## config.mk

```make
export PLATFORM = sky130hd
export DESIGN_NAME = sfcd_host
export DESIGN_NICKNAME = d
export VERILOG_FILES = /design/src/sfcd_pkg.sv /design/src/sfcd_host.sv
export VERILOG_INCLUDE_DIRS = /design/src
export SDC_FILE = /design/constraint.sdc
export NUM_CORES = 1
export LEC_CHECK = 0
export BUFFER_PORTS_ARGS = -buffer_cell sky130_fd_sc_hd__buf_2
export CAP_MARGIN = 20
export CORE_ASPECT_RATIO = 1.4
export CORE_MARGIN = 4
export CORE_UTILIZATION = 40
export CTS_CLUSTER_SIZE = 12
export DETAILED_ROUTE_END_ITERATION = 6
export PLACE_DENSITY_LB_ADDON = 0.05
export RECOVER_POWER = 50
export SLEW_MARGIN = 20
export SYNTH_ARGS = -nofsm -noshare
export SYNTH_HDL_FRONTEND = slang
export SYNTH_SLANG_ARGS = --single-unit
export TNS_END_PERCENT = 100
```

## constraint.sdc

```tcl
create_clock -name clk_i -period 9.6 [get_ports clk_i]
set_clock_uncertainty 0.15 [all_clocks]
set_input_delay 0.96 -clock clk_i [delete_from_list [all_inputs] [get_ports clk_i]]
set_output_delay 0.96 -clock clk_i [all_outputs]
set_load 0.1 [all_outputs]
```

## src/sfcd_params.svh

```systemverilog
// sfcd host controller constants: opcodes, lengths, timing
//
// Contract
// - identification read 9E/9Fh only in extended, 1-20 bytes; AFh in dual/quad, 1-3 bytes.
// - no-address class takes no address bytes and no dummy cycles.
// - addressed class takes three address bytes then data, no dummy cycles.
// - fast reads take three address bytes, dummy 8, 10 in quad, or user value.
// - register writes, programs, erases, suspend/resume need a prior write enable 06h.
// - dual output fast read 3Bh allowed in extended and dual, streams while clocked.
// - quad output fast read 6Bh allowed in extended and quad, streams until deselect.
// - quad I/O fast read EBh allowed in extended and quad only.
// - quad input fast program 32h in extended and quad, 1 to 256 bytes.
// - dual input fast program A2h in extended and dual, 1 to 256 bytes.
`ifndef SFCD_PARAMS_SVH
`define SFCD_PARAMS_SVH
`define SFCD_OP_RDID_A    8'h9E
`define SFCD_OP_RDID_B    8'h9F
`define SFCD_OP_MIO_RDID  8'hAF
`define SFCD_OP_RD_DISC   8'h5A
`define SFCD_OP_READ      8'h03
`define SFCD_OP_FREAD     8'h0B
`define SFCD_OP_DOFR      8'h3B
`define SFCD_OP_DIOFR     8'hBB
`define SFCD_OP_QOFR      8'h6B
`define SFCD_OP_QIOFR     8'hEB
`define SFCD_OP_WR_EN     8'h06
`define SFCD_OP_WR_DIS    8'h04
`define SFCD_OP_RD_STAT   8'h05
`define SFCD_OP_WR_STAT   8'h01
`define SFCD_OP_RD_LOCK   8'hE8
`define SFCD_OP_WR_LOCK   8'hE5
`define SFCD_OP_RD_FLAG   8'h70
`define SFCD_OP_CLR_FLAG  8'h50
`define SFCD_OP_RD_NVCFG  8'hB5
`define SFCD_OP_WR_NVCFG  8'hB1
`define SFCD_OP_RD_VCFG   8'h85
`define SFCD_OP_WR_VCFG   8'h81
`define SFCD_OP_RD_EVCFG  8'h65
`define SFCD_OP_WR_EVCFG  8'h61
`define SFCD_OP_PP        8'h02
`define SFCD_OP_DIFP      8'hA2
`define SFCD_OP_XDIFP     8'hD2
`define SFCD_OP_QIFP      8'h32
`define SFCD_OP_XQIFP     8'h12
`define SFCD_OP_SSE       8'h20
`define SFCD_OP_SE        8'hD8
`define SFCD_OP_BE        8'hC7
`define SFCD_OP_RESUME    8'h7A
`define SFCD_OP_SUSPEND   8'h75
`define SFCD_OP_RD_OTP    8'h4B
`define SFCD_OP_PG_OTP    8'h42
`define SFCD_LEN_ID       16'h0014
`define SFCD_LEN_MIO_ID   16'h0003
`define SFCD_LEN_PAGE     16'h0100
`define SFCD_LEN_OTP      16'h0040
`define SFCD_LEN_NVCFG    16'h0002
`define SFCD_LEN_ONE      16'h0001
`define SFCD_LEN_STREAM   16'hFFFF
`define SFCD_DUMMY_DEF    5'h08
`define SFCD_DUMMY_QUAD   5'h0A
`define SFCD_ADDR_BITS    6'h18
`define SFCD_BYTE_BITS    6'h08
`define SFCD_DIV_RISE     3'h3
`define SFCD_DIV_LAST     3'h7
`endif

```

## src/sfcd_pkg.sv

```systemverilog
// sfcd host controller shared types
package sfcd_pkg;
  typedef enum logic [1:0] {
    SFCD_EXT,
    SFCD_DUAL,
    SFCD_QUAD
  } sfcd_proto_t;
  typedef enum logic [2:0] {
    SFCD_IDLE,
    SFCD_OPC,
    SFCD_ADDR,
    SFCD_DUMMY,
    SFCD_DATA,
    SFCD_END
  } sfcd_state_t;
  typedef struct packed {
    logic [7:0]  opcode;
    logic [23:0] addr;
    logic [15:0] len;
  } sfcd_req_t;
  typedef struct packed {
    logic        ok;
    logic        has_addr;
    logic        fast;
    logic        rd;
    logic        wr;
    logic        we;
    logic [2:0]  olanes;
    logic [2:0]  alanes;
    logic [2:0]  dlanes;
    logic [15:0] maxlen;
  } sfcd_info_t;
endpackage

```

## src/sfcd_host.sv

```systemverilog
// sfcd host controller: drives a multi-I/O serial flash over chip select, clock and DQ
`timescale 1ns/1ps
`include "sfcd_params.svh"
module sfcd_host (
  input  wire logic              clk_i,
  input  wire logic              rst_i,
  input  wire logic              ce_i,
  input  wire logic [1:0]        evcr_proto_i,
  input  wire logic [4:0]        dummy_cfg_i,
  input  wire sfcd_pkg::sfcd_req_t req_i,
  input  wire logic              req_valid_i,
  output logic                   req_ready_o,
  output logic                   done_o,
  output logic                   refused_o,
  output logic                   wel_o,
  input  wire logic [7:0]        wr_data_i,
  input  wire logic              wr_valid_i,
  output logic                   wr_ready_o,
  output logic [7:0]             rd_data_o,
  output logic                   rd_valid_o,
  input  wire logic              rd_ready_i,
  output logic                   cs_n_o,
  output logic                   sclk_o,
  output logic [3:0]             dq_o,
  output logic [3:0]             dq_oe_o,
  input  wire logic [3:0]        dq_i
);

  // ---------------------------------------------------------------
  // helper functions
  // ---------------------------------------------------------------
  // protocol select
  function automatic sfcd_pkg::sfcd_proto_t sfcd_proto(input logic [1:0] b);
    sfcd_pkg::sfcd_proto_t p;
    p = sfcd_pkg::SFCD_QUAD;
    if (b == 2'h3) begin
      p = sfcd_pkg::SFCD_EXT;
    end else if (b == 2'h2) begin
      p = sfcd_pkg::SFCD_DUAL;
    end
    return p;
  endfunction

  function automatic sfcd_pkg::sfcd_info_t sfcd_decode(input logic [7:0] op,
                                                       input sfcd_pkg::sfcd_proto_t p);
    sfcd_pkg::sfcd_info_t d;
    logic       known;
    logic       in_ext;
    logic       in_dual;
    logic       in_quad;
    logic [2:0] xa;
    logic [2:0] xd;
    logic [2:0] w;
    d = '0;
    known = 1'b1;
    in_ext = 1'b1;
    in_dual = 1'b1;
    in_quad = 1'b1;
    xa = 3'h1;
    xd = 3'h1;
    case (op)
      `SFCD_OP_RDID_A, `SFCD_OP_RDID_B: begin
        in_dual = 1'b0; in_quad = 1'b0; d.rd = 1'b1; d.maxlen = `SFCD_LEN_ID;
      end
      `SFCD_OP_MIO_RDID: begin
        in_ext = 1'b0; d.rd = 1'b1; d.maxlen = `SFCD_LEN_MIO_ID;
      end
      `SFCD_OP_READ: begin
        in_dual = 1'b0; in_quad = 1'b0; d.rd = 1'b1; d.has_addr = 1'b1; d.maxlen = `SFCD_LEN_STREAM;
      end
      `SFCD_OP_FREAD, `SFCD_OP_RD_DISC, `SFCD_OP_RD_OTP: begin
        d.rd = 1'b1; d.has_addr = 1'b1; d.fast = 1'b1;
        d.maxlen = (op == `SFCD_OP_RD_OTP) ? `SFCD_LEN_OTP : `SFCD_LEN_STREAM;
      end
      // dual output and dual I/O fast read
      `SFCD_OP_DOFR, `SFCD_OP_DIOFR: begin
        in_quad = 1'b0; d.rd = 1'b1; d.has_addr = 1'b1; d.fast = 1'b1; d.maxlen = `SFCD_LEN_STREAM;
        xd = 3'h2; xa = (op == `SFCD_OP_DIOFR) ? 3'h2 : 3'h1;
      end
      // quad output and quad I/O fast read
      `SFCD_OP_QOFR, `SFCD_OP_QIOFR: begin
        in_dual = 1'b0; d.rd = 1'b1; d.has_addr = 1'b1; d.fast = 1'b1; d.maxlen = `SFCD_LEN_STREAM;
        xd = 3'h4; xa = (op == `SFCD_OP_QIOFR) ? 3'h4 : 3'h1;
      end
      `SFCD_OP_WR_EN, `SFCD_OP_WR_DIS, `SFCD_OP_CLR_FLAG: ;
      `SFCD_OP_BE, `SFCD_OP_RESUME, `SFCD_OP_SUSPEND: d.we = 1'b1;
      `SFCD_OP_RD_STAT, `SFCD_OP_RD_FLAG, `SFCD_OP_RD_VCFG, `SFCD_OP_RD_EVCFG: begin
        d.rd = 1'b1; d.maxlen = `SFCD_LEN_STREAM;
      end
      `SFCD_OP_RD_NVCFG: begin
        d.rd = 1'b1; d.maxlen = `SFCD_LEN_NVCFG;
      end
      `SFCD_OP_RD_LOCK: begin
        d.rd = 1'b1; d.has_addr = 1'b1; d.maxlen = `SFCD_LEN_STREAM;
      end
      `SFCD_OP_WR_STAT, `SFCD_OP_WR_VCFG, `SFCD_OP_WR_EVCFG: begin
        d.wr = 1'b1; d.we = 1'b1; d.maxlen = `SFCD_LEN_ONE;
      end
      `SFCD_OP_WR_NVCFG: begin
        d.wr = 1'b1; d.we = 1'b1; d.maxlen = `SFCD_LEN_NVCFG;
      end
      `SFCD_OP_WR_LOCK: begin
        d.wr = 1'b1; d.we = 1'b1; d.has_addr = 1'b1; d.maxlen = `SFCD_LEN_ONE;
      end
      `SFCD_OP_PP, `SFCD_OP_PG_OTP: begin
        d.wr = 1'b1; d.we = 1'b1; d.has_addr = 1'b1;
        d.maxlen = (op == `SFCD_OP_PG_OTP) ? `SFCD_LEN_OTP : `SFCD_LEN_PAGE;
      end
      `SFCD_OP_DIFP, `SFCD_OP_XDIFP: begin
        in_quad = 1'b0; d.wr = 1'b1; d.we = 1'b1; d.has_addr = 1'b1; d.maxlen = `SFCD_LEN_PAGE;
        xd = 3'h2; xa = (op == `SFCD_OP_XDIFP) ? 3'h2 : 3'h1;
      end
      `SFCD_OP_QIFP, `SFCD_OP_XQIFP: begin
        in_dual = 1'b0; d.wr = 1'b1; d.we = 1'b1; d.has_addr = 1'b1; d.maxlen = `SFCD_LEN_PAGE;
        xd = 3'h4; xa = (op == `SFCD_OP_XQIFP) ? 3'h4 : 3'h1;
      end
      `SFCD_OP_SSE, `SFCD_OP_SE: begin
        d.we = 1'b1; d.has_addr = 1'b1;
      end
      default: known = 1'b0;
    endcase
    w = (p == sfcd_pkg::SFCD_QUAD) ? 3'h4 : (p == sfcd_pkg::SFCD_DUAL) ? 3'h2 : 3'h1;
    d.olanes = w;
    d.alanes = (p == sfcd_pkg::SFCD_EXT) ? xa : w;
    d.dlanes = (p == sfcd_pkg::SFCD_EXT) ? xd : w;
    d.ok = known && ((p == sfcd_pkg::SFCD_EXT) ? in_ext : (p == sfcd_pkg::SFCD_DUAL) ? in_dual : in_quad);
    return d;
  endfunction

  function automatic logic [5:0] sfcd_beats(input logic [5:0] bits, input logic [2:0] w);
    return (w == 3'h4) ? (bits >> 2) : (w == 3'h2) ? (bits >> 1) : bits;
  endfunction

  function automatic logic [3:0] sfcd_mask(input logic [2:0] w);
    return (w == 3'h4) ? 4'hF : (w == 3'h2) ? 4'h3 : 4'h1;
  endfunction

  // ---------------------------------------------------------------
  // state
  // ---------------------------------------------------------------
  sfcd_pkg::sfcd_state_t st_r, st_nxt;
  sfcd_pkg::sfcd_info_t  info_r, dinfo;
  logic [7:0]  op_r;
  logic [23:0] addr_r;
  logic [23:0] sh_r, sh_nxt;
  logic [15:0] cnt_r;
  logic [5:0]  bl_r, bl_nxt;
  logic [4:0]  dum_r;
  logic [2:0]  div_r;
  logic [7:0]  rx_r, rx_nxt;
  logic [3:0]  dq_m_r, dq_s_r;
  logic        cs_n_r, sclk_r, wel_r, done_r, refused_r;
  logic [3:0]  dq_o_r, dq_oe_r;
  logic [2:0]  w_cur, w_nxt;
  logic        active, phase_end, load_wr, push_rd, stall, adv, accept, len_ok, drive_nxt;
  logic [7:0]  fifo_mem [2];
  logic        fifo_wp_r, fifo_rp_r;
  logic [1:0]  fifo_cnt_r;
  logic        fifo_in_rdy, fifo_pop;

  // ---------------------------------------------------------------
  // pin synchroniser
  // ---------------------------------------------------------------
  always_ff @(posedge clk_i) begin
    if (rst_i) begin
      dq_m_r <= 4'h0;
      dq_s_r <= 4'h0;
    end else if (ce_i) begin
      dq_m_r <= dq_i;
      dq_s_r <= dq_m_r;
    end
  end

  // ---------------------------------------------------------------
  // request check and beat control
  // ---------------------------------------------------------------
  assign dinfo  = sfcd_decode(req_i.opcode, sfcd_proto(evcr_proto_i));
  assign len_ok = (dinfo.maxlen == 16'h0000) ? (req_i.len == 16'h0000)
                : ((req_i.len != 16'h0000) && (req_i.len <= dinfo.maxlen));
  assign accept = dinfo.ok && len_ok && (!dinfo.we || wel_r);
  assign req_ready_o = ce_i && (st_r == sfcd_pkg::SFCD_IDLE);
  assign active = (st_r != sfcd_pkg::SFCD_IDLE) && (st_r != sfcd_pkg::SFCD_END);

  always_comb begin
    case (st_r)
      sfcd_pkg::SFCD_OPC:  w_cur = info_r.olanes;
      sfcd_pkg::SFCD_ADDR: w_cur = info_r.alanes;
      sfcd_pkg::SFCD_DATA: w_cur = info_r.dlanes;
      default:             w_cur = 3'h1;
    endcase
  end

  assign phase_end = (bl_r == 6'h01);

  always_comb begin
    st_nxt = st_r;
    if (phase_end) begin
      case (st_r)
        sfcd_pkg::SFCD_OPC:   st_nxt = info_r.has_addr ? sfcd_pkg::SFCD_ADDR
                                     : (cnt_r == 16'h0000) ? sfcd_pkg::SFCD_END : sfcd_pkg::SFCD_DATA;
        sfcd_pkg::SFCD_ADDR:  st_nxt = (info_r.fast && dum_r != 5'h00) ? sfcd_pkg::SFCD_DUMMY
                                     : (cnt_r == 16'h0000) ? sfcd_pkg::SFCD_END : sfcd_pkg::SFCD_DATA;
        sfcd_pkg::SFCD_DUMMY: st_nxt = sfcd_pkg::SFCD_DATA;
        sfcd_pkg::SFCD_DATA:  st_nxt = (cnt_r == 16'h0001) ? sfcd_pkg::SFCD_END : sfcd_pkg::SFCD_DATA;
        default:              st_nxt = st_r;
      endcase
    end
  end

  always_comb begin
    case (st_nxt)
      sfcd_pkg::SFCD_OPC:  w_nxt = info_r.olanes;
      sfcd_pkg::SFCD_ADDR: w_nxt = info_r.alanes;
      sfcd_pkg::SFCD_DATA: w_nxt = info_r.dlanes;
      default:             w_nxt = 3'h1;
    endcase
  end

  assign load_wr = phase_end && (st_nxt == sfcd_pkg::SFCD_DATA) && info_r.wr;
  assign push_rd = phase_end && (st_r == sfcd_pkg::SFCD_DATA) && info_r.rd;
  // clock held high while data is short or buffer is full
  assign stall = (div_r == `SFCD_DIV_LAST) && ((load_wr && !wr_valid_i) || (push_rd && !fifo_in_rdy));
  assign adv = ce_i && active && (div_r == `SFCD_DIV_LAST) && !stall;
  assign wr_ready_o = adv && load_wr;
  assign drive_nxt = (st_nxt == sfcd_pkg::SFCD_OPC) || (st_nxt == sfcd_pkg::SFCD_ADDR)
                   || ((st_nxt == sfcd_pkg::SFCD_DATA) && info_r.wr);

  always_comb begin
    sh_nxt = sh_r << w_cur;
    bl_nxt = bl_r - 6'h01;
    if (phase_end) begin
      case (st_nxt)
        sfcd_pkg::SFCD_ADDR:  begin sh_nxt = addr_r; bl_nxt = sfcd_beats(`SFCD_ADDR_BITS, info_r.alanes); end
        sfcd_pkg::SFCD_DUMMY: begin sh_nxt = 24'h000000; bl_nxt = {1'b0, dum_r}; end
        sfcd_pkg::SFCD_DATA:  begin
          sh_nxt = info_r.wr ? {wr_data_i, 16'h0000} : 24'h000000;
          bl_nxt = sfcd_beats(`SFCD_BYTE_BITS, info_r.dlanes);
        end
        default:              begin sh_nxt = 24'h000000; bl_nxt = 6'h00; end
      endcase
    end
  end

  always_comb begin
    case (w_cur)
      3'h4:    rx_nxt = {rx_r[3:0], dq_s_r};
      3'h2:    rx_nxt = {rx_r[5:0], dq_s_r[1:0]};
      default: rx_nxt = {rx_r[6:0], dq_s_r[1]};
    endcase
  end

  // ---------------------------------------------------------------
  // link engine
  // ---------------------------------------------------------------
  always_ff @(posedge clk_i) begin
    if (rst_i) begin
      st_r    <= sfcd_pkg::SFCD_IDLE;
      info_r  <= '0;
      op_r    <= 8'h00;
      addr_r  <= 24'h000000;
      sh_r    <= 24'h000000;
      cnt_r   <= 16'h0000;
      bl_r    <= 6'h00;
      dum_r   <= 5'h00;
      div_r   <= 3'h0;
      rx_r    <= 8'h00;
      cs_n_r  <= 1'b1;
      sclk_r  <= 1'b0;
      dq_o_r  <= 4'h0;
      dq_oe_r <= 4'h0;
    end else if (ce_i) begin
      case (st_r)
        sfcd_pkg::SFCD_IDLE: begin
          div_r <= 3'h0;
          if (req_valid_i && accept) begin
            info_r  <= dinfo;
            op_r    <= req_i.opcode;
            addr_r  <= req_i.addr;
            cnt_r   <= req_i.len;
            dum_r   <= (dummy_cfg_i != 5'h00) ? dummy_cfg_i
                     : (sfcd_proto(evcr_proto_i) == sfcd_pkg::SFCD_QUAD) ? `SFCD_DUMMY_QUAD : `SFCD_DUMMY_DEF;
            sh_r    <= {req_i.opcode, 16'h0000};
            bl_r    <= sfcd_beats(`SFCD_BYTE_BITS, dinfo.olanes);
            cs_n_r  <= 1'b0;
            dq_o_r  <= req_i.opcode[7:4] >> (3'h4 - dinfo.olanes);
            dq_oe_r <= sfcd_mask(dinfo.olanes);
            st_r    <= sfcd_pkg::SFCD_OPC;
          end
        end
        sfcd_pkg::SFCD_END: begin
          div_r <= div_r + 3'h1;
          if (div_r == `SFCD_DIV_LAST) begin
            st_r <= sfcd_pkg::SFCD_IDLE;
          end
        end
        default: begin
          if (!stall) begin
            div_r <= div_r + 3'h1;
          end
          if (div_r == `SFCD_DIV_RISE) begin
            sclk_r <= 1'b1;
          end
          if (adv) begin
            sclk_r <= 1'b0;
            st_r   <= st_nxt;
            sh_r   <= sh_nxt;
            bl_r   <= bl_nxt;
            rx_r   <= rx_nxt;
            if (phase_end && (st_r == sfcd_pkg::SFCD_DATA)) begin
              cnt_r <= cnt_r - 16'h0001;
            end
            dq_o_r  <= drive_nxt ? (sh_nxt[23:20] >> (3'h4 - w_nxt)) : 4'h0;
            dq_oe_r <= drive_nxt ? sfcd_mask(w_nxt) : 4'h0;
            if (st_nxt == sfcd_pkg::SFCD_END) begin
              cs_n_r <= 1'b1;
            end
          end
        end
      endcase
    end
  end

  // ---------------------------------------------------------------
  // write enable latch mirror and result pulses
  // ---------------------------------------------------------------
  always_ff @(posedge clk_i) begin
    if (rst_i) begin
      wel_r     <= 1'b0;
      done_r    <= 1'b0;
      refused_r <= 1'b0;
    end else if (ce_i) begin
      done_r    <= (st_r == sfcd_pkg::SFCD_END) && (div_r == `SFCD_DIV_LAST);
      refused_r <= (st_r == sfcd_pkg::SFCD_IDLE) && req_valid_i && !accept;
      // latch set by 06h, spent by write class
      if ((st_r == sfcd_pkg::SFCD_END) && (div_r == `SFCD_DIV_LAST)) begin
        if (op_r == `SFCD_OP_WR_EN) begin
          wel_r <= 1'b1;
        end else if ((op_r == `SFCD_OP_WR_DIS) || info_r.we) begin
          wel_r <= 1'b0;
        end
      end
    end
  end

  // ---------------------------------------------------------------
  // two-entry read buffer
  // ---------------------------------------------------------------
  assign fifo_in_rdy = (fifo_cnt_r != 2'h2);
  assign fifo_pop    = ce_i && rd_ready_i && (fifo_cnt_r != 2'h0);

  always_ff @(posedge clk_i) begin
    if (rst_i) begin
      fifo_wp_r   <= 1'b0;
      fifo_rp_r   <= 1'b0;
      fifo_cnt_r  <= 2'h0;
      fifo_mem[0] <= 8'h00;
      fifo_mem[1] <= 8'h00;
    end else if (ce_i) begin
      if (adv && push_rd) begin
        fifo_mem[fifo_wp_r] <= rx_nxt;
        fifo_wp_r <= ~fifo_wp_r;
      end
      if (fifo_pop) begin
        fifo_rp_r <= ~fifo_rp_r;
      end
      fifo_cnt_r <= fifo_cnt_r + {1'b0, adv && push_rd} - {1'b0, fifo_pop};
    end
  end

  assign rd_data_o  = fifo_mem[fifo_rp_r];
  assign rd_valid_o = (fifo_cnt_r != 2'h0);
  assign cs_n_o     = cs_n_r;
  assign sclk_o     = sclk_r;
  assign dq_o       = dq_o_r;
  assign dq_oe_o    = dq_oe_r;
  assign wel_o      = wel_r;
  assign done_o     = done_r;
  assign refused_o  = refused_r;

endmodule

```

# Word-level counts from Yosys, hierarchy flattened

Memory sizes are Yosys's and may differ from the RTL's. A register that Yosys moved wholly into a read port is not among the register bits.
Cells that the tools add are included.

Register bits after elaboration: 135
RAM bits: 16
Output and inout bits: 24
Logic and storage cells: 303
Memories kept: 1

Memories:

| name     | words | bits a word | read ports | clocked after memory_dff | write ports | line             | RTL |
|---|---|---|---|---|---|---|---|
| fifo_mem | 2     | 8           | 1          | 1                        | 2           | sfcd_host.sv:156 | `logic [7:0] fifo_mem [2];` |

Add/subtract/negate cells: 7
Magnitude comparators: 1
Eq/ne operators: 72
Shift-type cells: 3
Mux-type cells: 100
Bitwise gates (word level): 4
Reductions and logical operators: 86

Operators with widths:

| operator             | number |
|---|---|
| $pmux W16 S8         | 1 |
| $eq A8 B8 Y1 const B | 15 |
| $mux W24             | 4 |
| $pmux W24 S2         | 2 |
| $eq A8 B7 Y1 const B | 10 |
| $mux W16             | 4 |
| $logic_not A16 Y1    | 3 |
| $mux W4              | 12 |
| $eq A8 B3 Y1 const B | 5 |
| $mux W3              | 12 |
| $reduce_or A36 Y1    | 1 |
| $pmux W16 S2         | 1 |
| $mux W1              | 31 |
| $eq A3 B2 Y1 const B | 10 |
| $eq A3 B3 Y1 const B | 10 |
| $logic_and A1 B1 Y1  | 26 |
| $eq A8 B6 Y1 const B | 3 |
| $mux W2              | 12 |
| $pmux W3 S4          | 2 |
| $shl A24 B3 Y24      | 1 |
| $reduce_or A7 Y1     | 3 |
| $mux W6              | 3 |
| $pmux W3 S2          | 3 |
| $pmux W3 S3          | 2 |
| other kinds (50)     | 97 |

# Depth between registers and ports, before layout

Gate-level depths: netlist of the first run.

Depth in word-level cells: 20
Depth in mapped cells: 23
Gate-level depth less buffers: 18

# Worst setup path before layout of the first run

OpenSTA, ideal clock, no wires.

Path kind: input -> register
Start point: in req_i[47] (netlist bit)
End point: reg bl_r[5]
Setup time: 70 ps
Arrival time: 4417 ps
Required time: 9380 ps
Path slack: 4962 ps
Cell stages on the path: 20
Path buffers: 3
Cells stage by stage: buf_2 -> buf_1 -> a211oi_1 -> o21ai_0 -> o21ai_0 -> or2_2 -> nor2b_1 -> a21boi_0 -> ha_1 -> nor2b_1 -> o21a_1 -> o21a_1 -> o21ai_0 -> nand3_1 -> a31oi_1 -> and3_1 -> buf_4 -> nor2_2 -> or4_1 -> a21oi_1

Longest elaborated chain between the ends: 11
Elaborated cells between the ends (all ways): 69
Classes of those cells: order compare: 1; eq/ne: 37; mux: 11; reduce/logical: 20

RTL lines:

| element                                               | line                               | RTL |
|---|---|---|
| start: declaration                                    | sfcd_host.sv:10                    | `input wire sfcd_pkg::sfcd_req_t req_i,` |
| $eq A8 B8 Y1 (tied with other cells)                  | sfcd_host.sv:61                    | `case (op)` |
| $reduce_or A10 Y1 (no line) (tied with other cells)   | n/a                                |  |
| $pmux W16 S8 / $mux W1 (equally long branches)        | sfcd_host.sv:61                    |  |
| $le A16 B16 Y1 / $mux W1 (equally long branches)      | sfcd_host.sv:179, sfcd_host.sv:126 |  |
| $logic_and A1 B1 Y1 / $mux W1 (equally long branches) | sfcd_host.sv:179, sfcd_host.sv:126 |  |
| $mux W1 / $logic_and A1 B1 Y1 (equally long branches) | sfcd_host.sv:178, sfcd_host.sv:126 |  |
| $logic_and A1 B1 Y1                                   | sfcd_host.sv:180                   | `assign accept = dinfo.ok && len_ok && (!dinfo.we \|\| wel_r);` |
| $logic_and A1 B1 Y1 *                                 | sfcd_host.sv:180                   |  |
| $logic_and A1 B1 Y1 *                                 | sfcd_host.sv:275                   | `if (req_valid_i && accept) begin` |
| $ne A2 B2 Y1 (no line) *                              | n/a                                |  |
| $reduce_and A4 Y1 (no line) *                         | n/a                                |  |
| end signal: assignment                                | sfcd_host.sv:283                   | `` bl_r <= sfcd_beats(`SFCD_BYTE_BITS, dinfo.olanes); `` |
| end signal: assignment                                | sfcd_host.sv:307                   | `bl_r <= bl_nxt;` |
| end: declaration                                      | sfcd_host.sv:147                   | `logic [5:0] bl_r, bl_nxt;` |

Mark *: on every way between the ends. The rest lies on a longest branch, timed or not.
A chain may end at the register's enable or synchronous reset.

# Worst setup path after layout of the first run

Start point: in req_i[44] (netlist bit)
End point: reg cnt_r[0]

Longest elaborated chain between the ends: 11
Elaborated cells between the ends (all ways): 69
Classes of those cells: order compare: 1; eq/ne: 37; mux: 11; reduce/logical: 20

RTL lines:

| element                                               | line                               | RTL |
|---|---|---|
| $eq A8 B8 Y1 (tied with other cells)                  | sfcd_host.sv:61                    |  |
| $reduce_or A10 Y1 (no line) (tied with other cells)   | n/a                                |  |
| $pmux W16 S8 / $mux W1 (equally long branches)        | sfcd_host.sv:61                    |  |
| $le A16 B16 Y1 / $mux W1 (equally long branches)      | sfcd_host.sv:179, sfcd_host.sv:126 |  |
| $logic_and A1 B1 Y1 / $mux W1 (equally long branches) | sfcd_host.sv:179, sfcd_host.sv:126 |  |
| $mux W1 / $logic_and A1 B1 Y1 (equally long branches) | sfcd_host.sv:178, sfcd_host.sv:126 |  |
| $logic_and A1 B1 Y1                                   | sfcd_host.sv:180                   |  |
| $logic_and A1 B1 Y1 *                                 | sfcd_host.sv:180                   |  |
| $logic_and A1 B1 Y1 *                                 | sfcd_host.sv:275                   |  |
| $ne A2 B2 Y1 (no line) *                              | n/a                                |  |
| $reduce_and A5 Y1 (no line) *                         | n/a                                |  |
| end signal: assignment                                | sfcd_host.sv:279                   | `cnt_r <= req_i.len;` |
| end signal: assignment                                | sfcd_host.sv:310                   | `cnt_r <= cnt_r - 16'h0001;` |
| end: declaration                                      | sfcd_host.sv:146                   | `logic [15:0] cnt_r;` |

Marked as above.

==> run_results.csv, run 1 <==
group,metric,value,unit
detailed_routing,drtPass1Iterations,4,
layout,fillers,2557,
detailed_routing,antenna_left,0,
layout,final_cell_mix,"200 x nor2_1, 135 x dfxtp_1, 100 x mux2i_1",
layout,syn_to_final_growth,10.6,%
critical_path,arrival,6.35,ns
logic_synthesis,synthMuxAreaShare,0.116,
global_routing,grt_max_degree,89,
detailed_routing,num_vias,9048,
global_routing,grt_pass1_vias,8812,
critical_path,r2r_start,"bl_r[0]$_SDFFE_PP0P_",
clock_tree,cts_buffers,17,
critical_path,reg2reg_to,"fifo_mem[0][0]$_SDFFCE_PN0P_",
logic_synthesis,synthXorXnorAreaFrac,0.0108,
die,die_area,26900,µm²
detailed_routing,wl_per_cell,19.0,µm
critical_path,cp-end-kind,"flop",
timing,post-route-min-period,6.21,ns
logic_synthesis,synth-seq-area-share,0.327,
clock_tree,post_cts.repair.setup_buffers,0,
detailed_routing,wl,29700,µm
logic_synthesis,yosys.area.top_type_share,0.278,
timing,hold_viol_final,0,
die,start_util,0.406,
worst_hold_path,hp-start,"sh_r[23]$_SDFFE_PP0P_",
critical_path,reg2reg_slack,3.83,ns
critical_path,cp-startpoint,"req_i[44]",
die,die_width,140,µm
logic_synthesis,synth.area.top_cells,"dfxtp_1 28%, mux2i_1 10%, nor2_1 7.7%",
logic_synthesis,synth_flop_cell,"dfxtp_1",
worst_hold_path,worstHoldPathType,"reg2reg",
logic_synthesis,ys_seq_elements,151,
run_status,outcome,"complete, no violations",
layout,final_cell_area,10800,µm²
placement,gp_congestion,0.875,
die,fp-row-count,67,
timing,whs,0.304,ns
global_routing,antenna_found_initial,0,
critical_path,crit_fanout,31,
clock_tree,tritoncts,"done",
critical_path,crit_type,"in2reg",
layout,multiInputGateArea,6020,µm²
timing,rsz0062_at_grt,"no",
logic_synthesis,yosys.area_share.adder,0.0360,
power_and_ir_drop,power_density,129,nW/µm²
logic_synthesis,synthSimpleGateAreaFrac,0.245,
worst_hold_path,whs_path_depth,2,
global_routing,track_usage,0.219,
logic_synthesis,ys_types,97,
logic_synthesis,synth_compound_area_frac,0.211,
worst_hold_path,holdPathEnd,"sh_r[23]$_SDFFE_PP0P_",
critical_path,critPathRequiredTime,9.74,ns
timing,fin_setup_tns,0,ns
layout,diodes,0,
clock_tree,root_buffer,"clkbuf_16",
detailed_routing,route.detailed.drc,0,
detailed_routing,vias_per_cell,5.79,
placement,post-dp-hpwl,21500,µm
clock_tree,cts-hold-fix-buffers,0,
logic_synthesis,syn_inst,1200,
logic_synthesis,synth_nets,1301,
logic_synthesis,postSynthAreaPerCell,8.11,µm²
clock_tree,cts.path.max_buffers,2,
timing,timing.final.crit_share,0.647,
clock_tree,insertion_delay,0.44,ns
die,design.core.area,24000,µm²
timing,slew_violations,0,
clock_tree,clk_pin_slew,0.06,ns
die,die_h,193,µm
logic_synthesis,synth_top_family_by_area,"simple AND/OR/NAND/NOR gates",
critical_path,start_kind,"input pin",
placement,placed_area,10300,µm²
timing,max_freq,161,MHz
placement,numPortBuffers,96,
logic_synthesis,netlist_area,9740,µm²
clock_tree,numClockSinks,151,
timing,tightest_slew,1.24,ns
global_routing,grt-ovfl-total,0,
logic_synthesis,synthArstFlopShare,0,
critical_path,reg2reg_depth,9,
timing,finalSetupViolations,0,
layout,layout.nets,1342,
die,ios,97,
global_routing,grt_pass1_wl,47600,µm
layout,drive_above_1_share,0.121,
detailed_routing,drt-initial-drc-count,499,
clock_tree,htreeDepth,4,
logic_synthesis,synth_top_cell_by_area,"dfxtp_1",
layout,final_common_cell,"nor2_1",
power_and_ir_drop,ir_drop,0.000103,V
clock_tree,cts_resized,0,
layout,regArea,3180,µm²
power_and_ir_drop,p_leak,4.00,nW
timing,slew_headroom,0.173,
logic_synthesis,yosys_warnings,0,
logic_synthesis,synth_edf_count,16,
job,maxCapViolCount,0,
==> critical path, cell delays in order <==
cell,delay (ns)
clkbuf_1,0.89
nand2_1,0.14
or4_1,0.44
o21a_1,0.13
o21ai_0,0.24
or2_2,0.20
inv_1,0.17
ha_1,0.35
nand3_1,0.13
nor4_1,0.37
o21ai_0,0.15
nand3_1,0.13
nand3_1,0.08
nand4b_1,0.09
clkbuf_1,0.79
nand2_1,0.69
o21ai_0,0.28
a221oi_2,0.10
==> state kept, by name (all words and copies together) (netlist names), 5 cells and up, named ones only <==
register  count
cnt_r        16
addr_r       24
sh_r         24
bl_r          6
dum_r         5
info_r       14
fifo_mem     16
op_r          8
rx_r          7
==> area by class of cell <==
cell class              count  area share
inverters                  27     0.00941
clock inverters             7     0.00418
clock buffers              24      0.0458
repair buffers            109      0.0503
well taps                 310      0.0360
flip-flops and latches    151       0.296
multi-input cells         935       0.559
==> metal layers <==
| metal | vias to the layer above | global-route usage | share of wire |
|---|---|---|---|
| li1 | 4501 | - | - |
| met1 | 4286 | 0.265 | 0.43 |
| met2 | 207 | 0.386 | 0.50 |
| met3 | 54 | 0.0340 | 0.036 |
| met4 | 0 | 0.0884 | 0.032 |
| met5 | - | 0 | 0 |
==> per-stage QoR <==
step / setup slack (ns) / cells / total power, mW / util
finish: 3.39 / 1563 / 1.39 / 0.449
global route: 2.69 / 1563 / 1.44 / 0.449
CTS: 4.04 / 1563 / 1.41 / 0.452
detailed placement: 3.61 / 1532 / 0.788 / 0.429
global placement: 3.71 / 1532 / 0.788 / 0.429
floorplan: 4.96 / 1200 / 0.747 / -
==> kinds of logic (layout without fill, tap and decap cells) <==
family                     after synthesis  after routing
muxes                                  111            111
and+or+nand+nor                        485            485
buffers and inverters                  114            167
xor gates and xnor gates                12             12
adders and majority gates               28             28
DFF                                    151            151
AOI/OAI and AO/OA                      299            299
==> how the worst max path moves through the flow <==
stage	endpoint	slack, ns
final	cnt_r[0]$_SDFFE_PP0P_	3.39
after global routing	cnt_r[0]$_SDFFE_PP0P_	2.69
after CTS	op_r[2]$_SDFFE_PP0P_	4.04
after detailed placement	op_r[2]$_SDFFE_PP0P_	3.61
after global placement	op_r[4]$_SDFFE_PP0P_	3.71
after floorplan	bl_r[5]$_SDFFE_PP0P_	4.96
==> Yosys cell counts, drive strengths merged (7+ instances only) <==
master and count:
o31ai 9, edfxtp 16, clkbuf 41, dfxtp 135, nand2b 7, mux2 11
inv 25, nor4 21, buf 46, mux2i 100, ha 28, or4 7
o21ai 59, a211oi 31, nor2 202, a22oi 18, nor3 53, a21o 9
a221oi 15, xnor2 8, or3 8, a31oi 10, and3 7, a21oi 76
a22o 8, nand4 12, nand3 32, nand2 88, nor2b 12
==> power breakdown <==
group          internal [mW]  switching, mW
clock                  0.357          0.263
sequential             0.644        0.00295
combinational         0.0391         0.0877
Note: power is estimated with default switching activity, not from simulation.
==> inputs of run 2 (changes only) <==
==> constraint.sdc (replaced) <==
create_clock -name clk_i -period 6.1 [get_ports clk_i]
set_clock_uncertainty 0.15 [all_clocks]
set_input_delay 0.61 -clock clk_i [delete_from_list [all_inputs] [get_ports clk_i]]
set_output_delay 0.61 -clock clk_i [all_outputs]
set_load 0.1 [all_outputs]
==> run 2 against run 1 <==
Net effect:
- worst hold slack worse by 0.045 ns
- combinational power is 57% higher
- utilization is 0.15 points higher
- via count is 0.62% higher
- count of clock-buffer cells in the layout is 2 lower
- global-route usage is 0.22 points lower
- critical path depth is 2 higher
- cell area is 0.33% higher
- flip-flop and latch count stayed put
- power is 60% higher
==> run_results.csv, run 2 (synthesis results as in run 1) <==
group,metric,value,unit
timing,fin_setup_tns,0,ns
layout,final_common_cell,"nor2_1",
detailed_routing,drt-initial-drc-count,562,
detailed_routing,wl_per_cell,18.8,µm
detailed_routing,route.detailed.drc,0,
clock_tree,root_buffer,"clkbuf_16",
global_routing,grt-ovfl-total,0,
layout,final_cell_mix,"200 x nor2_1, 135 x dfxtp_1, 100 x mux2i_1",
global_routing,grt_pass1_wl,47100,µm
detailed_routing,drtPass1Iterations,5,
critical_path,crit_fanout,31,
layout,fillers,2489,
clock_tree,numClockSinks,151,
timing,whs,0.260,ns
global_routing,met2_usage,0.388,
layout,reg_top3,"addr_r x24, sh_r x24",
timing,timing.final.crit_share,0.865,
critical_path,arrival,5.49,ns
timing,hold_viol_final,0,
die,die_h,193,µm
critical_path,crit_top_cell,"o21ai_0",
detailed_routing,vias_per_cell,5.80,
die,fp-row-count,67,
detailed_routing,wl,29600,µm
layout,final_cell_area,10800,µm²
critical_path,critPathRequiredTime,6.31,ns
layout,multiInputGateArea,6000,µm²
detailed_routing,num_vias,9104,
die,ios,97,
timing,rsz0062_at_grt,"no",
critical_path,path_cells,"buf_2 -> and4b_1 -> and2_1 -> o21ai_0 -> o21ai_0 -> or2_2 -> nor2b_1 -> a21boi_0 -> ha_1 -> nor2b_1 -> o21a_1 -> o21a_1 -> o21ai_0 -> nand3_1 -> a31oi_1 -> and3_1 -> nor2_2 -> clkbuf_2 -> or4_1 -> a21oi_1",
critical_path,crit_path_max_incr_delay,0.64,ns
layout,regArea,3180,µm²
placement,post-dp-hpwl,21400,µm
global_routing,grt_util_met3,0.0288,
critical_path,cp-end-kind,"flop",
clock_tree,htreeDepth,4,
die,die_area,26900,µm²
global_routing,busiest_layer,"met2",
power_and_ir_drop,p_leak,4.03,nW
clock_tree,post_cts.repair.setup_buffers,0,
timing,finalSetupViolations,0,
layout,syn_to_final_growth,11.0,%
placement,numPortBuffers,96,
die,start_util,0.406,
job,maxCapViolCount,0,
global_routing,grt_max_degree,83,
critical_path,crit_path_top_delay_cell,"or4_1",
critical_path,start_kind,"input pin",
clock_tree,cts-hold-fix-buffers,0,
global_routing,antenna_found_initial,0,
clock_tree,tritoncts,"done",
global_routing,track_usage,0.216,
global_routing,grt_pass1_vias,8859,
clock_tree,clk_pin_slew,0.06,ns
layout,layout.nets,1348,
timing,tightest_slew,1.21,ns
timing,max_freq,189,MHz
layout,drive_above_1_share,0.124,
timing,slew_headroom,0.195,
clock_tree,insertion_delay,0.43,ns
worst_hold_path,worstHoldPathType,"in2reg",
clock_tree,cts_buffers,17,
detailed_routing,antenna_left,0,
power_and_ir_drop,ir_drop,0.000127,V
timing,post-route-min-period,5.28,ns
global_routing,met1_usage,0.269,
power_and_ir_drop,power_density,206,nW/µm²
die,die_width,140,µm
die,design.core.area,24000,µm²
run_status,outcome,"complete, no violations",
clock_tree,cts.path.max_buffers,2,
clock_tree,cts_resized,0,
critical_path,crit_type,"in2reg",
placement,placed_area,10300,µm²
placement,gp_congestion,0.868,
timing,slew_violations,0,
layout,diodes,0,
[run 2: power breakdown]
part / leakage [nW] / switching [mW] / internal, mW / total (mW)
clock network: 0.271 / 0.427 / 0.583 / 1.01
logic: 2.52 / 0.137 / 0.0617 / 0.199
registers: 1.24 / 0.00467 / 1.01 / 1.02
[run 2: final timing paths]
kind	startpoint	to	slack (ns)	cells past startpoint
hold / removal	dq_i[0]	dq_m_r[0]$_SDFFE_PP0P_	0.26	3
setup reg to reg	bl_r[0]$_SDFFE_PP0P_	fifo_mem[1][4]$_SDFFCE_PN0P_	1.05	10
hold reg to reg	sh_r[23]$_SDFFE_PP0P_	sh_r[23]$_SDFFE_PP0P_	0.30	2
setup / recovery	req_i[44]	bl_r[5]$_SDFFE_PP0P_	0.82	20
[run 2: layout make-up]
type,instances,share of cell area
repair buffers,115,0.0535
clock inverters,10,0.00857
flip-flops and latches,151,0.295
inverters,27,0.00938
well taps,310,0.0359
multi-input cells,935,0.555
clock buffers,22,0.0430
[run 2: per-layer routing]
layer | share of wire | wire length [µm]
met5 | 0 | 0
met4 | 0.021 | 633
met3 | 0.037 | 1110
met2 | 0.51 | 14900
met1 | 0.44 | 12900
[run 2: stage by stage]
stage | power (mW) | instances | utilization | setup slack (ns)
floorplan | 1.18 | 1200 | - | 1.81
CTS | 2.25 | 1570 | 0.454 | 1.19
detailed placement | 1.24 | 1538 | 0.431 | 0.742
finish | 2.23 | 1570 | 0.451 | 0.821
global route | 2.31 | 1570 | 0.451 | 0.394
global placement | 1.24 | 1538 | 0.431 | 0.859
[run 2: worst max-delay path, delay by kind of cell]
kind            cells  cell delay, ns
fa+ha+maj           1            0.28
compound gates      8            1.50
simple gates        9            2.19
buf+inv             2            0.89
==> inputs of run 3 (changes only) <==
--- a/config.mk
+++ b/config.mk
@@ -6,7 +6,7 @@
 export SDC_FILE = /design/constraint.sdc
 export NUM_CORES = 1
 export LEC_CHECK = 0
-export BUFFER_PORTS_ARGS = -buffer_cell sky130_fd_sc_hd__buf_2
+export BUFFER_PORTS_ARGS = -buffer_cell sky130_fd_sc_hd__buf_4
 export CAP_MARGIN = 20
 export CORE_ASPECT_RATIO = 1.4
 export CORE_MARGIN = 4
==> constraint.sdc (replaced) <==
create_clock -name clk_i -period 4.25 [get_ports clk_i]
set_clock_uncertainty 0.15 [all_clocks]
set_input_delay 0.425 -clock clk_i [delete_from_list [all_inputs] [get_ports clk_i]]
set_output_delay 0.425 -clock clk_i [all_outputs]
set_load 0.1 [all_outputs]
==> run 3 against run 2 <==
Net effect:
- the run now ends with capacitance limit, slew limit left
- die area unchanged
- register-to-register slack got worse by 0.76 ns
- clock power grew 36%
- cell area rose by 9.4%
- sequential share of layout area decreased by 2.5 points
- worst hold slack got worse by 0.19 ns
- wire length is 5.2% higher
- flip-flop and latch count stayed put
- critical path depth up 1
- critical endpoint is now info_r[22]$_SDFFE_PP0P_
- largest power group unchanged
- highest routed layer unchanged
==> run_results.csv, run 3 (synthesis results as in run 1) <==
group,metric,value,unit
critical_path,crit_fanout,11,
power_and_ir_drop,power_density,269,nW/µm²
global_routing,grt_pass1_wl,50100,µm
global_routing,grt_pass1_vias,9570,
die,die_width,140,µm
die,start_util,0.406,
placement,numPortBuffers,96,
layout,reg_top3,"addr_r x24, sh_r x24",
clock_tree,htreeDepth,4,
timing,worst_slack,0.246,ns
placement,placed_area,11400,µm²
critical_path,path_cells,"buf_4 -> or3b_1 -> a211oi_1 -> o21ai_0 -> o21ai_0 -> or2_2 -> inv_1 -> buf_12 -> ha_1 -> nand3_1 -> nor4_1 -> o21ai_0 -> nand3_1 -> nand3_1 -> nand4b_1 -> buf_4 -> clkbuf_2 -> clkbuf_1 -> nor2_1 -> a21oi_1 -> nor2_1",
critical_path,cp-end-kind,"flop",
detailed_routing,num_vias,9484,
layout,final_cell_mix,"199 x nor2_1, 177 x buf_4, 135 x dfxtp_1",
die,die_area,26900,µm²
layout,drive_above_1_share,0.194,
clock_tree,insertion_delay,0.44,ns
detailed_routing,vias_per_cell,5.68,
layout,final_cell_area,11800,µm²
die,fp-row-count,67,
critical_path,start_kind,"input pin",
layout,layout.nets,1448,
detailed_routing,route.detailed.drc,0,
timing,slew_violations,36,
timing,post-route-min-period,4.00,ns
detailed_routing,wl_per_cell,18.6,µm
critical_path,arrival,4.15,ns
placement,gp_congestion,0.916,
power_and_ir_drop,p_leak,4.58,nW
global_routing,grt-ovfl-total,0,
die,die_h,193,µm
detailed_routing,drtPass1Iterations,5,
layout,syn_to_final_growth,21.4,%
critical_path,crit_type,"in2reg",
clock_tree,tritoncts,"done",
critical_path,crit_path_top_delay_cell,"nor4_1",
placement,pre_cts_ws,-0.261,ns
critical_path,worst-path-buf-inv,6,
clock_tree,clk_pin_slew,0.07,ns
timing,fin_setup_tns,0,ns
critical_path,crit_path_max_incr_delay,0.37,ns
layout,final_common_cell,"nor2_1",
global_routing,track_usage,0.230,
timing,timing.final.crit_share,0.942,
global_routing,antenna_found_initial,0,
job,maxCapViolCount,1,
detailed_routing,wl,31100,µm
clock_tree,numClockSinks,151,
die,ios,97,
timing,finalSetupViolations,0,
timing,max_freq,250,MHz
placement,post-dp-hpwl,23500,µm
clock_tree,cts_buffers,17,
power_and_ir_drop,ir_drop,0.000250,V
clock_tree,root_buffer,"clkbuf_16",
timing,hold_viol_final,0,
timing,tightest_slew,1.77,ns
clock_tree,cts.path.max_buffers,2,
layout,diodes,0,
run_status,outcome,"complete, but fails checks",
global_routing,grt_max_degree,88,
die,design.core.area,24000,µm²
clock_tree,cts-hold-fix-buffers,0,
detailed_routing,drt-initial-drc-count,521,
layout,final_util,0.493,
critical_path,critPathRequiredTime,4.40,ns
worst_hold_path,worstHoldPathType,"in2reg",
critical_path,crit_family,"simple AND/OR/NAND/NOR gates",
run_status,violations,"capacitance limit, slew limit",
timing,slew_headroom,-0.182,
detailed_routing,antenna_left,0,
power_and_ir_drop,total_power,3.18,mW
[run 3: final timing paths]
path	start	endpoint	slack, ns	depth (start not counted)
min reg2reg	sh_r[23]$_SDFFE_PP0P_	sh_r[23]$_SDFFE_PP0P_	0.31	2
max	req_i[44]	info_r[22]$_SDFFE_PP0P_	0.25	21
max reg2reg	cnt_r[0]$_SDFFE_PP0P_	fifo_cnt_r[1]$_SDFFE_PP0P_	0.29	17
min	dq_i[0]	dq_m_r[0]$_SDFFE_PP0P_	0.07	3
[run 3: metal layers]
metal  share of wire  routed length, µm  GRT usage  up-vias
met5               0                  0          0        -
met4           0.033               1040     0.0932        0
met3           0.030                918     0.0337       59
met2            0.52              16200      0.424      198
met1            0.41              12900      0.265     4517
li1                -                  -          -     4710
[run 3: final cells by class]
cell class,instances,area (µm²)
Tap cell,310,388
Multi-Input combinational cell,935,6050
Clock inverter,15,103
Inverter,27,101
Sequential cell,151,3180
Clock buffer,17,425
Timing Repair Buffer,215,1580
Fill cell,2472,12200
[run 3: metrics by stage]
stage / cells / hold WS [ns]
4_1_cts: 1668 / 0.0583
3_5_place_dp: 1636 / 0.303
5_1_grt: 1670 / 0.0613
3_3_place_gp: 1636 / 0.295
6_report: 1670 / 0.0674
2_1_floorplan: 1200 / 0.281
[run 3: power by group]
group	switching (mW)	internal, mW	total [mW]
clock	0.627	0.742	1.37
combinational	0.210	0.145	0.355
sequential	0.00681	1.45	1.46
total	0.844	2.34	3.18
[run 3: worst min-delay path, cell delays in order]
cell and delay [ns]:
buf_4 0.07, mux2i_1 0.05, nor2_1 0.07
[run 3: repair_timing]
action / CTS / global route
setup buffers: 0 / 1
resized for setup: 0 / 10
setup endpoints to repair: 0 / 65
